[config.mk]
export PLATFORM = sky130hd
export DESIGN_NAME = xfer_decode_timing
export DESIGN_NICKNAME = d
export VERILOG_FILES = /design/src/shared/xfer_decode_pkg.sv /design/src/hw/op_timing_table.sv /design/src/hw/xfer_decode_timing.sv
export SDC_FILE = /design/constraint.sdc
export NUM_CORES = 1
export LEC_CHECK = 0
export BUFFER_PORTS_ARGS = -buffer_cell sky130_fd_sc_hd__buf_2
export CORE_MARGIN = 8
export CORE_UTILIZATION = 55
export CTS_BUF_LIST = sky130_fd_sc_hd__clkbuf_4 sky130_fd_sc_hd__clkbuf_8
export DETAILED_ROUTE_END_ITERATION = 7
export PLACE_DENSITY = 0.76
export SETUP_SLACK_MARGIN = 0.4
export SLEW_MARGIN = 20
export SYNTH_ARGS = -nofsm -noshare
export SYNTH_HDL_FRONTEND = slang
export SYNTH_SLANG_ARGS = --single-unit
[constraint.sdc]
create_clock -name mclk_i -period 11.8 [get_ports mclk_i]
set_clock_uncertainty 0.15 [all_clocks]
set_input_delay 0.59 -clock mclk_i [delete_from_list [all_inputs] [get_ports mclk_i]]
set_output_delay 0.59 -clock mclk_i [all_outputs]
set_load 0.1 [all_outputs]
[src/shared/xfer_decode_pkg.sv]
// package: opcodes, operation classes and clock-count figures
// assumes: used by the decode and timing block and its sub-module
`default_nettype none
package xfer_decode_pkg;
    // opcode bytes
    localparam logic [7:0] OPC_REP_NE = 8'h00_F2;
    localparam logic [7:0] OPC_REP_E = 8'h00_F3;
    localparam logic [7:0] OPC_ESCAPE = 8'h00_0F;
    localparam logic [6:0] OPC_CMPS = 7'h00_53;
    localparam logic [6:0] OPC_INS = 7'h00_36;
    localparam logic [6:0] OPC_LODS = 7'h00_56;
    localparam logic [6:0] OPC_MOVS = 7'h00_52;
    localparam logic [6:0] OPC_OUTS = 7'h00_37;
    localparam logic [6:0] OPC_SCAS = 7'h00_57;
    localparam logic [6:0] OPC_STOS = 7'h00_55;
    localparam logic [7:0] OPC_SCAN_FWD = 8'h00_BC;
    localparam logic [6:0] OPC_SCAN_REV = 7'h00_5E;
    localparam logic [7:0] OPC_TEST_GRP = 8'h00_BA;
    localparam logic [7:0] OPC_TEST_REG = 8'h00_A3;
    localparam logic [7:0] OPC_TEST_CPL_REG = 8'h00_BB;
    localparam logic [7:0] OPC_TEST_CLR_REG = 8'h00_B3;
    localparam logic [7:0] OPC_TEST_SET_REG = 8'h00_AB;
    localparam logic [7:0] OPC_CALL_NEAR = 8'h00_E8;
    localparam logic [7:0] OPC_CALL_FAR = 8'h00_9A;
    localparam logic [7:0] OPC_GRP_FF = 8'h00_FF;
    localparam logic [7:0] OPC_JUMP_SHORT = 8'h00_EB;
    localparam logic [7:0] OPC_JUMP_NEAR = 8'h00_E9;
    localparam logic [7:0] OPC_JUMP_FAR = 8'h00_EA;
    // modrm extension codes
    localparam logic [2:0] EXT_CALL_NEAR = 3'h0_2;
    localparam logic [2:0] EXT_CALL_FAR = 3'h0_3;
    localparam logic [2:0] EXT_JUMP_NEAR = 3'h0_4;
    localparam logic [2:0] EXT_TEST = 3'h0_4;
    localparam logic [2:0] EXT_TEST_SET = 3'h0_5;
    localparam logic [2:0] EXT_TEST_CLR = 3'h0_6;
    localparam logic [2:0] EXT_TEST_CPL = 3'h0_7;
    localparam logic [1:0] MOD_REG = 2'h0_3;

    typedef enum logic [4:0] {
        OP_NONE = 5'b00000,
        OP_REPEAT_COMPARE_UNTIL_MATCH = 5'b00001,
        OP_REPEAT_PORT_INPUT_STRING = 5'b00010,
        OP_REPEAT_LOAD_STRING = 5'b00011,
        OP_REPEAT_MOVE_STRING = 5'b00100,
        OP_REPEAT_PORT_OUTPUT_STRING = 5'b00101,
        OP_REPEAT_SCAN_WHILE_EQUAL = 5'b00110,
        OP_REPEAT_SCAN_UNTIL_EQUAL = 5'b00111,
        OP_REPEAT_STORE_STRING = 5'b01000,
        OP_BIT_SCAN_FORWARD = 5'b01001,
        OP_BIT_SCAN_REVERSE = 5'b01010,
        OP_BIT_TEST_PLAIN = 5'b01011,
        OP_BIT_TEST_COMPLEMENT = 5'b01100,
        OP_BIT_TEST_CLEAR = 5'b01101,
        OP_BIT_TEST_SET_OP = 5'b01110,
        OP_CALL_NEAR_DIRECT = 5'b01111,
        OP_CALL_NEAR_INDIRECT = 5'b10000,
        OP_CALL_FAR_DIRECT = 5'b10001,
        OP_CALL_FAR_INDIRECT = 5'b10010,
        OP_JUMP_SHORT = 5'b10011,
        OP_JUMP_NEAR_DIRECT = 5'b10100,
        OP_JUMP_NEAR_INDIRECT = 5'b10101,
        OP_JUMP_FAR_DIRECT = 5'b10110
    } op_class_t;

    // clock counts: base + per_step * n (+ m for transfers)
    localparam logic [7:0] CLK_CMPS_BASE = 8'h00_05;
    localparam logic [7:0] CLK_CMPS_STEP = 8'h00_09;
    localparam logic [7:0] CLK_INS_BASE = 8'h00_07;
    localparam logic [7:0] CLK_INS_BASE_ALT = 8'h00_1B;
    localparam logic [7:0] CLK_INS_STEP = 8'h00_06;
    localparam logic [7:0] CLK_LODS_BASE = 8'h00_05;
    localparam logic [7:0] CLK_LODS_STEP = 8'h00_06;
    localparam logic [7:0] CLK_MOVS_BASE = 8'h00_07;
    localparam logic [7:0] CLK_MOVS_STEP = 8'h00_04;
    localparam logic [7:0] CLK_OUTS_BASE = 8'h00_06;
    localparam logic [7:0] CLK_OUTS_BASE_ALT = 8'h00_1A;
    localparam logic [7:0] CLK_OUTS_STEP = 8'h00_05;
    localparam logic [7:0] CLK_SCAS_BASE = 8'h00_05;
    localparam logic [7:0] CLK_SCAS_STEP = 8'h00_08;
    localparam logic [7:0] CLK_STOS_BASE = 8'h00_05;
    localparam logic [7:0] CLK_STOS_STEP = 8'h00_05;
    localparam logic [7:0] CLK_BSCAN_BASE = 8'h00_0A;
    localparam logic [7:0] CLK_BSCAN_STEP = 8'h00_03;
    localparam logic [7:0] CLK_TEST_REG = 8'h00_03;
    localparam logic [7:0] CLK_TEST_IMM_MEM = 8'h00_06;
    localparam logic [7:0] CLK_TEST_REG_MEM = 8'h00_0C;
    localparam logic [7:0] CLK_BTX_REG = 8'h00_06;
    localparam logic [7:0] CLK_BTX_IMM_MEM = 8'h00_08;
    localparam logic [7:0] CLK_BTX_REG_MEM = 8'h00_0D;
    localparam logic [7:0] CLK_CALL_NEAR = 8'h00_09;
    localparam logic [7:0] CLK_CALL_IND_MEM = 8'h00_0C;
    localparam logic [7:0] CLK_CALL_FAR = 8'h00_2A;
    localparam logic [7:0] CLK_CALL_FAR_IND = 8'h00_2E;
    localparam logic [7:0] CLK_JUMP_DIRECT = 8'h00_07;
    localparam logic [7:0] CLK_JUMP_IND_REG = 8'h00_09;
    localparam logic [7:0] CLK_JUMP_IND_MEM = 8'h00_0E;
    localparam logic [7:0] CLK_JUMP_FAR = 8'h00_25;
    // data cycles: fixed part and per step
    localparam logic [3:0] DAT_CALL_NEAR = 4'h0_2;
    localparam logic [3:0] DAT_CALL_IND_MEM = 4'h0_3;
    localparam logic [3:0] DAT_CALL_FAR = 4'h0_9;
    localparam logic [3:0] DAT_CALL_FAR_IND = 4'h0_A;
    localparam logic [3:0] DAT_JUMP_IND_REG = 4'h0_2;
    localparam logic [3:0] DAT_JUMP_IND_MEM = 4'h0_4;
    localparam logic [3:0] DAT_JUMP_FAR = 4'h0_5;
    localparam logic [3:0] DAT_TEST_MEM = 4'h0_1;
    localparam logic [3:0] DAT_BTX_MEM = 4'h0_2;
    localparam logic [1:0] DAT_STEP_ONE = 2'h0_1;
    localparam logic [1:0] DAT_STEP_TWO = 2'h0_2;
endpackage : xfer_decode_pkg
`default_nettype wire

[src/hw/op_timing_table.sv]
// op timing table: base clocks, clocks per step, data cycles per class
// assumes: combinational, fed by the registered decode result
`default_nettype none
module op_timing_table
    import xfer_decode_pkg::*;
(
    // decoded operation
    input wire op_class_t op_i,
    input wire logic mem_i,
    input wire logic alt_i,
    // figures
    output logic [7:0] base_o,
    output logic [7:0] step_o,
    output logic [3:0] data_fix_o,
    output logic [1:0] data_step_o,
    output logic refill_o
);
    always_comb begin
        base_o = '0;
        step_o = '0;
        data_fix_o = '0;
        data_step_o = '0;
        refill_o = 1'b0;
        unique case (op_i)
            OP_REPEAT_COMPARE_UNTIL_MATCH: begin
                base_o = CLK_CMPS_BASE;
                step_o = CLK_CMPS_STEP;
                data_step_o = DAT_STEP_TWO;
            end
            OP_REPEAT_PORT_INPUT_STRING: begin
                base_o = alt_i ? CLK_INS_BASE_ALT : CLK_INS_BASE;
                step_o = CLK_INS_STEP;
                data_step_o = DAT_STEP_ONE;
            end
            OP_REPEAT_LOAD_STRING: begin
                base_o = CLK_LODS_BASE;
                step_o = CLK_LODS_STEP;
                data_step_o = DAT_STEP_ONE;
            end
            OP_REPEAT_MOVE_STRING: begin
                base_o = CLK_MOVS_BASE;
                step_o = CLK_MOVS_STEP;
                data_step_o = DAT_STEP_TWO;
            end
            OP_REPEAT_PORT_OUTPUT_STRING: begin
                base_o = alt_i ? CLK_OUTS_BASE_ALT : CLK_OUTS_BASE;
                step_o = CLK_OUTS_STEP;
                data_step_o = DAT_STEP_ONE;
            end
            OP_REPEAT_SCAN_WHILE_EQUAL,
            OP_REPEAT_SCAN_UNTIL_EQUAL: begin
                base_o = CLK_SCAS_BASE;
                step_o = CLK_SCAS_STEP;
                data_step_o = DAT_STEP_ONE;
            end
            OP_REPEAT_STORE_STRING: begin
                base_o = CLK_STOS_BASE;
                step_o = CLK_STOS_STEP;
                data_step_o = DAT_STEP_ONE;
            end
            OP_BIT_SCAN_FORWARD,
            OP_BIT_SCAN_REVERSE: begin
                base_o = CLK_BSCAN_BASE;
                step_o = CLK_BSCAN_STEP;
                data_step_o = DAT_STEP_TWO;
            end
            OP_BIT_TEST_PLAIN: begin
                base_o = !mem_i ? CLK_TEST_REG :
                    (alt_i ? CLK_TEST_IMM_MEM : CLK_TEST_REG_MEM);
                data_fix_o = mem_i ? DAT_TEST_MEM : 4'h0_0;
            end
            OP_BIT_TEST_COMPLEMENT,
            OP_BIT_TEST_CLEAR,
            OP_BIT_TEST_SET_OP: begin
                base_o = !mem_i ? CLK_BTX_REG :
                    (alt_i ? CLK_BTX_IMM_MEM : CLK_BTX_REG_MEM);
                data_fix_o = mem_i ? DAT_BTX_MEM : 4'h0_0;
            end
            OP_CALL_NEAR_DIRECT: begin
                base_o = CLK_CALL_NEAR;
                data_fix_o = DAT_CALL_NEAR;
                refill_o = 1'b1;
            end
            OP_CALL_NEAR_INDIRECT: begin
                base_o = mem_i ? CLK_CALL_IND_MEM : CLK_CALL_NEAR;
                data_fix_o = mem_i ? DAT_CALL_IND_MEM : DAT_CALL_NEAR;
                refill_o = 1'b1;
            end
            OP_CALL_FAR_DIRECT: begin
                base_o = CLK_CALL_FAR;
                data_fix_o = DAT_CALL_FAR;
                refill_o = 1'b1;
            end
            OP_CALL_FAR_INDIRECT: begin
                base_o = CLK_CALL_FAR_IND;
                data_fix_o = DAT_CALL_FAR_IND;
                refill_o = 1'b1;
            end
            OP_JUMP_SHORT,
            OP_JUMP_NEAR_DIRECT: begin
                base_o = CLK_JUMP_DIRECT;
                refill_o = 1'b1;
            end
            OP_JUMP_NEAR_INDIRECT: begin
                base_o = mem_i ? CLK_JUMP_IND_MEM : CLK_JUMP_IND_REG;
                data_fix_o = mem_i ? DAT_JUMP_IND_MEM : DAT_JUMP_IND_REG;
                refill_o = 1'b1;
            end
            OP_JUMP_FAR_DIRECT: begin
                base_o = CLK_JUMP_FAR;
                data_fix_o = DAT_JUMP_FAR;
                refill_o = 1'b1;
            end
            default: begin
                base_o = '0;
            end
        endcase
    end
endmodule : op_timing_table
`default_nettype wire

[src/hw/xfer_decode_timing.sv]
// decode and timing of repeated string, bit and transfer operations
// assumes: opcode bytes arrive from fetch on mclk_i, already aligned;
// step count and refill count come from execution logic, same clock
`default_nettype none
module xfer_decode_timing
    import xfer_decode_pkg::*;
#(
    parameter int STEP_W = 16
) (
    // clock and reset
    input wire logic mclk_i,
    input wire logic rst_n_i,
    // opcode bytes from fetch
    input wire logic dec_valid_i,
    input wire logic [7:0] byte0_i,
    input wire logic [7:0] byte1_i,
    input wire logic [7:0] byte2_i,
    input wire logic port_slow_i,
    // execution figures
    input wire logic [STEP_W-1:0] steps_i,
    input wire logic [7:0] refill_i,
    // decode and timing results
    output logic done_o,
    output logic known_o,
    output op_class_t op_o,
    output logic mem_o,
    output logic [STEP_W+9:0] clocks_o,
    output logic [STEP_W+5:0] data_cycles_o
);
    // ------------------------------------------------------------
    // opcode decode
    // ------------------------------------------------------------
    function automatic op_class_t str_op(input logic ne,
                                         input logic [6:0] opc);
        str_op = OP_NONE;
        if (ne) begin
            if (opc == OPC_CMPS) str_op = OP_REPEAT_COMPARE_UNTIL_MATCH;
            if (opc == OPC_SCAS) str_op = OP_REPEAT_SCAN_UNTIL_EQUAL;
        end else begin
            if (opc == OPC_INS) str_op = OP_REPEAT_PORT_INPUT_STRING;
            if (opc == OPC_LODS) str_op = OP_REPEAT_LOAD_STRING;
            if (opc == OPC_MOVS) str_op = OP_REPEAT_MOVE_STRING;
            if (opc == OPC_OUTS) str_op = OP_REPEAT_PORT_OUTPUT_STRING;
            if (opc == OPC_SCAS) str_op = OP_REPEAT_SCAN_WHILE_EQUAL;
            if (opc == OPC_STOS) str_op = OP_REPEAT_STORE_STRING;
        end
    endfunction : str_op

    op_class_t dec_op;
    logic dec_mem;
    logic dec_alt;
    logic [2:0] ext1;
    logic [2:0] ext2;

    always_comb begin
        dec_op = OP_NONE;
        dec_mem = 1'b0;
        dec_alt = 1'b0;
        ext1 = byte1_i[5:3];
        ext2 = byte2_i[5:3];
        if (byte0_i == OPC_REP_NE) begin
            dec_op = str_op(1'b1, byte1_i[7:1]);
        end else if (byte0_i == OPC_REP_E) begin
            dec_op = str_op(1'b0, byte1_i[7:1]);
            dec_alt = port_slow_i;
        end else if (byte0_i == OPC_ESCAPE) begin
            dec_mem = byte2_i[7:6] != MOD_REG;
            if (byte1_i == OPC_SCAN_FWD) begin
                dec_op = OP_BIT_SCAN_FORWARD;
            end else if (byte1_i[7:1] == OPC_SCAN_REV && byte1_i[0]) begin
                dec_op = OP_BIT_SCAN_REVERSE;
            end else if (byte1_i == OPC_TEST_REG) begin
                dec_op = OP_BIT_TEST_PLAIN;
            end else if (byte1_i == OPC_TEST_CPL_REG) begin
                dec_op = OP_BIT_TEST_COMPLEMENT;
            end else if (byte1_i == OPC_TEST_CLR_REG) begin
                dec_op = OP_BIT_TEST_CLEAR;
            end else if (byte1_i == OPC_TEST_SET_REG) begin
                dec_op = OP_BIT_TEST_SET_OP;
            end else if (byte1_i == OPC_TEST_GRP) begin
                dec_alt = 1'b1;
                unique case (ext2)
                    EXT_TEST: dec_op = OP_BIT_TEST_PLAIN;
                    EXT_TEST_CPL: dec_op = OP_BIT_TEST_COMPLEMENT;
                    EXT_TEST_CLR: dec_op = OP_BIT_TEST_CLEAR;
                    EXT_TEST_SET: dec_op = OP_BIT_TEST_SET_OP;
                    default: dec_op = OP_NONE;
                endcase
            end
        end else if (byte0_i == OPC_CALL_NEAR) begin
            dec_op = OP_CALL_NEAR_DIRECT;
        end else if (byte0_i == OPC_CALL_FAR) begin
            dec_op = OP_CALL_FAR_DIRECT;
        end else if (byte0_i == OPC_JUMP_SHORT) begin
            dec_op = OP_JUMP_SHORT;
        end else if (byte0_i == OPC_JUMP_NEAR) begin
            dec_op = OP_JUMP_NEAR_DIRECT;
        end else if (byte0_i == OPC_JUMP_FAR) begin
            dec_op = OP_JUMP_FAR_DIRECT;
        end else if (byte0_i == OPC_GRP_FF) begin
            dec_mem = byte1_i[7:6] != MOD_REG;
            unique case (ext1)
                EXT_CALL_NEAR: dec_op = OP_CALL_NEAR_INDIRECT;
                EXT_CALL_FAR: dec_op = OP_CALL_FAR_INDIRECT;
                EXT_JUMP_NEAR: dec_op = OP_JUMP_NEAR_INDIRECT;
                default: dec_op = OP_NONE;
            endcase
        end
    end

    // ------------------------------------------------------------
    // stage 1: registered decode and operands
    // ------------------------------------------------------------
    logic s1_valid_reg, s1_valid_next;
    op_class_t s1_op_reg, s1_op_next;
    logic s1_mem_reg, s1_mem_next;
    logic s1_alt_reg, s1_alt_next;
    logic [STEP_W-1:0] s1_steps_reg, s1_steps_next;
    logic [7:0] s1_refill_reg, s1_refill_next;

    always_comb begin
        s1_valid_next = dec_valid_i;
        s1_op_next = dec_valid_i ? dec_op : s1_op_reg;
        s1_mem_next = dec_valid_i ? dec_mem : s1_mem_reg;
        s1_alt_next = dec_valid_i ? dec_alt : s1_alt_reg;
        s1_steps_next = dec_valid_i ? steps_i : s1_steps_reg;
        s1_refill_next = dec_valid_i ? refill_i : s1_refill_reg;
    end

    always_ff @(posedge mclk_i) begin
        if (!rst_n_i) begin
            s1_valid_reg <= 1'b0;
            s1_op_reg <= OP_NONE;
            s1_mem_reg <= 1'b0;
            s1_alt_reg <= 1'b0;
            s1_steps_reg <= '0;
            s1_refill_reg <= '0;
        end else begin
            s1_valid_reg <= s1_valid_next;
            s1_op_reg <= s1_op_next;
            s1_mem_reg <= s1_mem_next;
            s1_alt_reg <= s1_alt_next;
            s1_steps_reg <= s1_steps_next;
            s1_refill_reg <= s1_refill_next;
        end
    end

    // ------------------------------------------------------------
    // stage 2: clock and data cycle totals
    // ------------------------------------------------------------
    logic [7:0] t_base;
    logic [7:0] t_step;
    logic [3:0] t_dfix;
    logic [1:0] t_dstep;
    logic t_refill;

    op_timing_table u_table (
        .op_i(s1_op_reg),
        .mem_i(s1_mem_reg),
        .alt_i(s1_alt_reg),
        .base_o(t_base),
        .step_o(t_step),
        .data_fix_o(t_dfix),
        .data_step_o(t_dstep),
        .refill_o(t_refill)
    );

    logic done_reg, done_next;
    logic known_reg, known_next;
    op_class_t op_reg, op_next;
    logic mem_reg, mem_next;
    logic [STEP_W+9:0] clocks_reg, clocks_next;
    logic [STEP_W+5:0] data_reg, data_next;

    always_comb begin
        done_next = s1_valid_reg;
        known_next = known_reg;
        op_next = op_reg;
        mem_next = mem_reg;
        clocks_next = clocks_reg;
        data_next = data_reg;
        if (s1_valid_reg) begin
            known_next = s1_op_reg != OP_NONE;
            op_next = s1_op_reg;
            mem_next = s1_mem_reg;
            // base + step*n, plus m only when t_refill
            clocks_next = (STEP_W+10)'(t_base)
                + (STEP_W+10)'(t_step) * (STEP_W+10)'(s1_steps_reg)
                + (t_refill ? (STEP_W+10)'(s1_refill_reg)
                            : (STEP_W+10)'(0));
            data_next = (STEP_W+6)'(t_dfix)
                + (STEP_W+6)'(t_dstep) * (STEP_W+6)'(s1_steps_reg);
        end
    end

    always_ff @(posedge mclk_i) begin
        if (!rst_n_i) begin
            done_reg <= 1'b0;
            known_reg <= 1'b0;
            op_reg <= OP_NONE;
            mem_reg <= 1'b0;
            clocks_reg <= '0;
            data_reg <= '0;
        end else begin
            done_reg <= done_next;
            known_reg <= known_next;
            op_reg <= op_next;
            mem_reg <= mem_next;
            clocks_reg <= clocks_next;
            data_reg <= data_next;
        end
    end

    assign done_o = done_reg;
    assign known_o = known_reg;
    assign op_o = op_reg;
    assign mem_o = mem_reg;
    assign clocks_o = clocks_reg;
    assign data_cycles_o = data_reg;
endmodule : xfer_decode_timing
`default_nettype wire

==> metrics <==
Post-DP HPWL 12,400 um; ys flop type dfxtp_1; worst setup path end clocks_o[20]; CTS tree done; setup bufs post-CTS 0; sequential cell area 1580 um2; DR top layer met4; Synth Area in Compound Gates 0.166; Initial DRT Pass Iterations 5; Final min period 6350 ps; max reg flops 21; setup tns final 0 ps; total grt overflow 0; final net count 1,112; row count 43; DR iter-0 viols 435; Vias 6,221; I/O pins 108; Cell variety after synth 79; RSZ-0062 raised after global routing no; simple-gate share of the synthesized area 0.249; most common cell in the netlist and2_1; R2R cell count 16; Clk pwr share 0.315; Pwr Density 80.8 nW/um2; adder-cell share of the synthesized area 0.233; Worst-path clk slew 80 ps; multiplexer area fraction after synthesis 0.0624; Critical Path Sink Type flip-flop; Post-Syn Area 7560 um2; leakage 3.99 nW; htree depth 3; critical path data required time 11,860 ps; core area 13,700 um2; drt wl/cell 14.5 um; WL met3 973 um; CP startpoint s1_op_reg[0]; max-slew violations 0; Peak VDD IR 0.0000433 V; Post-Synthesis Cells 881; Clock Tree Root clkbuf_8; post-CTS sizing 0; vias per inst 5.50; multi-input logic area 5570 um2; final worst-path cycle share 0.538; Net Sw Frac 0.342; share of the synthesized area in the top cell type 0.209; final hold violation count 0; Clock Latency Late Sink 360 ps; die area 17,800 um2; deepest clock path buffer count 2; Ant. Diodes 0; first-pass GRT wire length 28,300 um; #FFs+latches synth 79; final setup vio count 0; DIE WIDTH 133 um; Inserted Clock Buffers 9; share of power burned in registers 0.436; Synth area leader dfxtp_1; largest family of logic cells by synthesized area simple AND/OR/NAND/NOR gates; Max-Cap Viols 0; wl on met1 7740 um; layout cells sized above 1 0.143; R2R Path End clocks_o[20]; initial antenna violation count 0; DRC 0; Overall Power 0.000669 W; routability cong. 0.873; Post-synth EDFFs 0; synth top area cells dfxtp_1 (21%), fa_1 (12%), ha_1 (11%); Synth Area in XOR/XNOR 0.0220; Die H 133 um; Seq/Total Area, Yosys 0.209; clk sinks 79; Crit Path Max Fanout 29; worst hold margin 305 ps; switching pwr 0.000229 W; Critical Path AT 6400 ps; Setup CP Type reg -> reg; Worst Hold Class reg -> reg; met2 wire length 7500 um; pin count of the biggest net entering global routing 89; R2R Setup Slk 5450 ps; GRT Total Usage 0.187; hold buffer count at CTS 0; max-slew headroom at the worst pin 0.340; Fillers 1,251; P&R area growth vs syn 9.53%; WL final 16,400 um; FMAX 158 MHz; Post-DRT Antenna Nets 0; initial core utilization 0.553; internal power 0.000440 W; power share of the combinational group 0.249; top cells by count, synth and2_1 (89), dfxtp_1 (79), ha_1 (67); vias in the first global route 6,080; Least-Margin Pin Slew 988 ps; startpoint types flip-flop; outcome finished clean; yosys warns 0; Async S/R FF share, synth 0; Mean Syn Cell Area 8.58 um2; R2R Path Start s1_op_reg[0]; Port Buffers 95
## critical path, stage by stage, from the launching register on
cell	delay [ps]
dfxtp_1	910
nand2b_1	300
nand2b_1	270
a21boi_1	770
nand2_1	200
fa_1	550
fa_1	510
fa_1	540
inv_1	70
fa_1	480
a211oi_1	360
o21ai_1	190
a31oi_1	250
o21ai_1	170
nor2b_1	170
nor4b_1	240
a211oi_1	70
## kinds of logic (layout without fill, tap and decap cells)
kind of cell / after synthesis / count (layout)
buf+inv: 103 / 165
flops: 79 / 79
fa+ha+maj: 113 / 113
other cells: 1 / 9
mux: 47 / 47
xor+xnor: 19 / 19
simple gates: 332 / 332
compound gates: 187 / 187
## stage by stage
step | setup WS (ps) | std cells | util | cell area (um2)
2_1_floorplan | 6800 | 889 | - | 7590
4_1_cts | 5470 | 1131 | 0.606 | 8280
3_5_place_dp | 5440 | 1116 | 0.591 | 8080
5_1_grt | 4990 | 1131 | 0.606 | 8280
3_3_place_gp | 5500 | 1116 | 0.591 | 8080
6_report | 5450 | 1131 | 0.606 | 8280
## power by group through the flow
stage	logic [W]	clock network, W	registers [W]
after global placement	0.000165	0	0.000297
after global routing	0.000183	0.000229	0.000294
after CTS	0.000168	0.000218	0.000292
after floorplan	0.000106	0	0.000325
final	0.000167	0.000211	0.000292
after detailed placement	0.000167	0	0.000298
## layout make-up
cell class              instances  share of cell area
clock buffers                  12              0.0192
well taps                     180              0.0272
inverters                      50              0.0227
flip-flops and latches         79               0.191
multi-input cells             707               0.673
clock inverters                 3             0.00514
repair buffers                100              0.0620
## layout by cell type, fill, tap and decap left out, types with 7 or more instances in the layout
cell      netlist  final
inv_1          49     49
a211oi_1       10     10
a21o_1         10     10
buf_2           3     95
nor2b_1        56     56
o211a_1         7      7
a31oi_1        15     15
xor2_1          7      7
dfxtp_1        79     78
o21ai_0        35     35
nand4_1         7      7
fa_1           46     46
nand2_1        65     65
nor2_1         25     25
and2_1         89     89
mux2i_1        46     46
nand2b_1       19     19
ha_1           67     67
xnor2_1        12     12
clkbuf_8        0     11
nand3_1        20     20
a21oi_1        44     44
conb_1          1      9
nor3_1         12     12
o211ai_1        8      8
## per-layer routing
layer / up-vias / global-route usage
li1: 3191 / -
met1: 2865 / 0.240
met2: 151 / 0.308
met3: 14 / 0.0471
met4: 0 / 0.0437
met5: - / 0
## worst min path at each step
stage / start / end / slack, ps / depth (start not counted)
floorplan: s1_refill_reg[1] / s1_refill_reg[1] / 320 / 2
global placement: data_cycles_o[12] / data_cycles_o[12] / 290 / 2
detailed placement: clocks_o[18] / clocks_o[18] / 300 / 2
CTS: clocks_o[18] / clocks_o[18] / 310 / 2
global route: steps_i[1] / s1_steps_reg[1] / 320 / 3
finish: clocks_o[18] / clocks_o[18] / 300 / 2
Power figures use the tool's default switching activity.
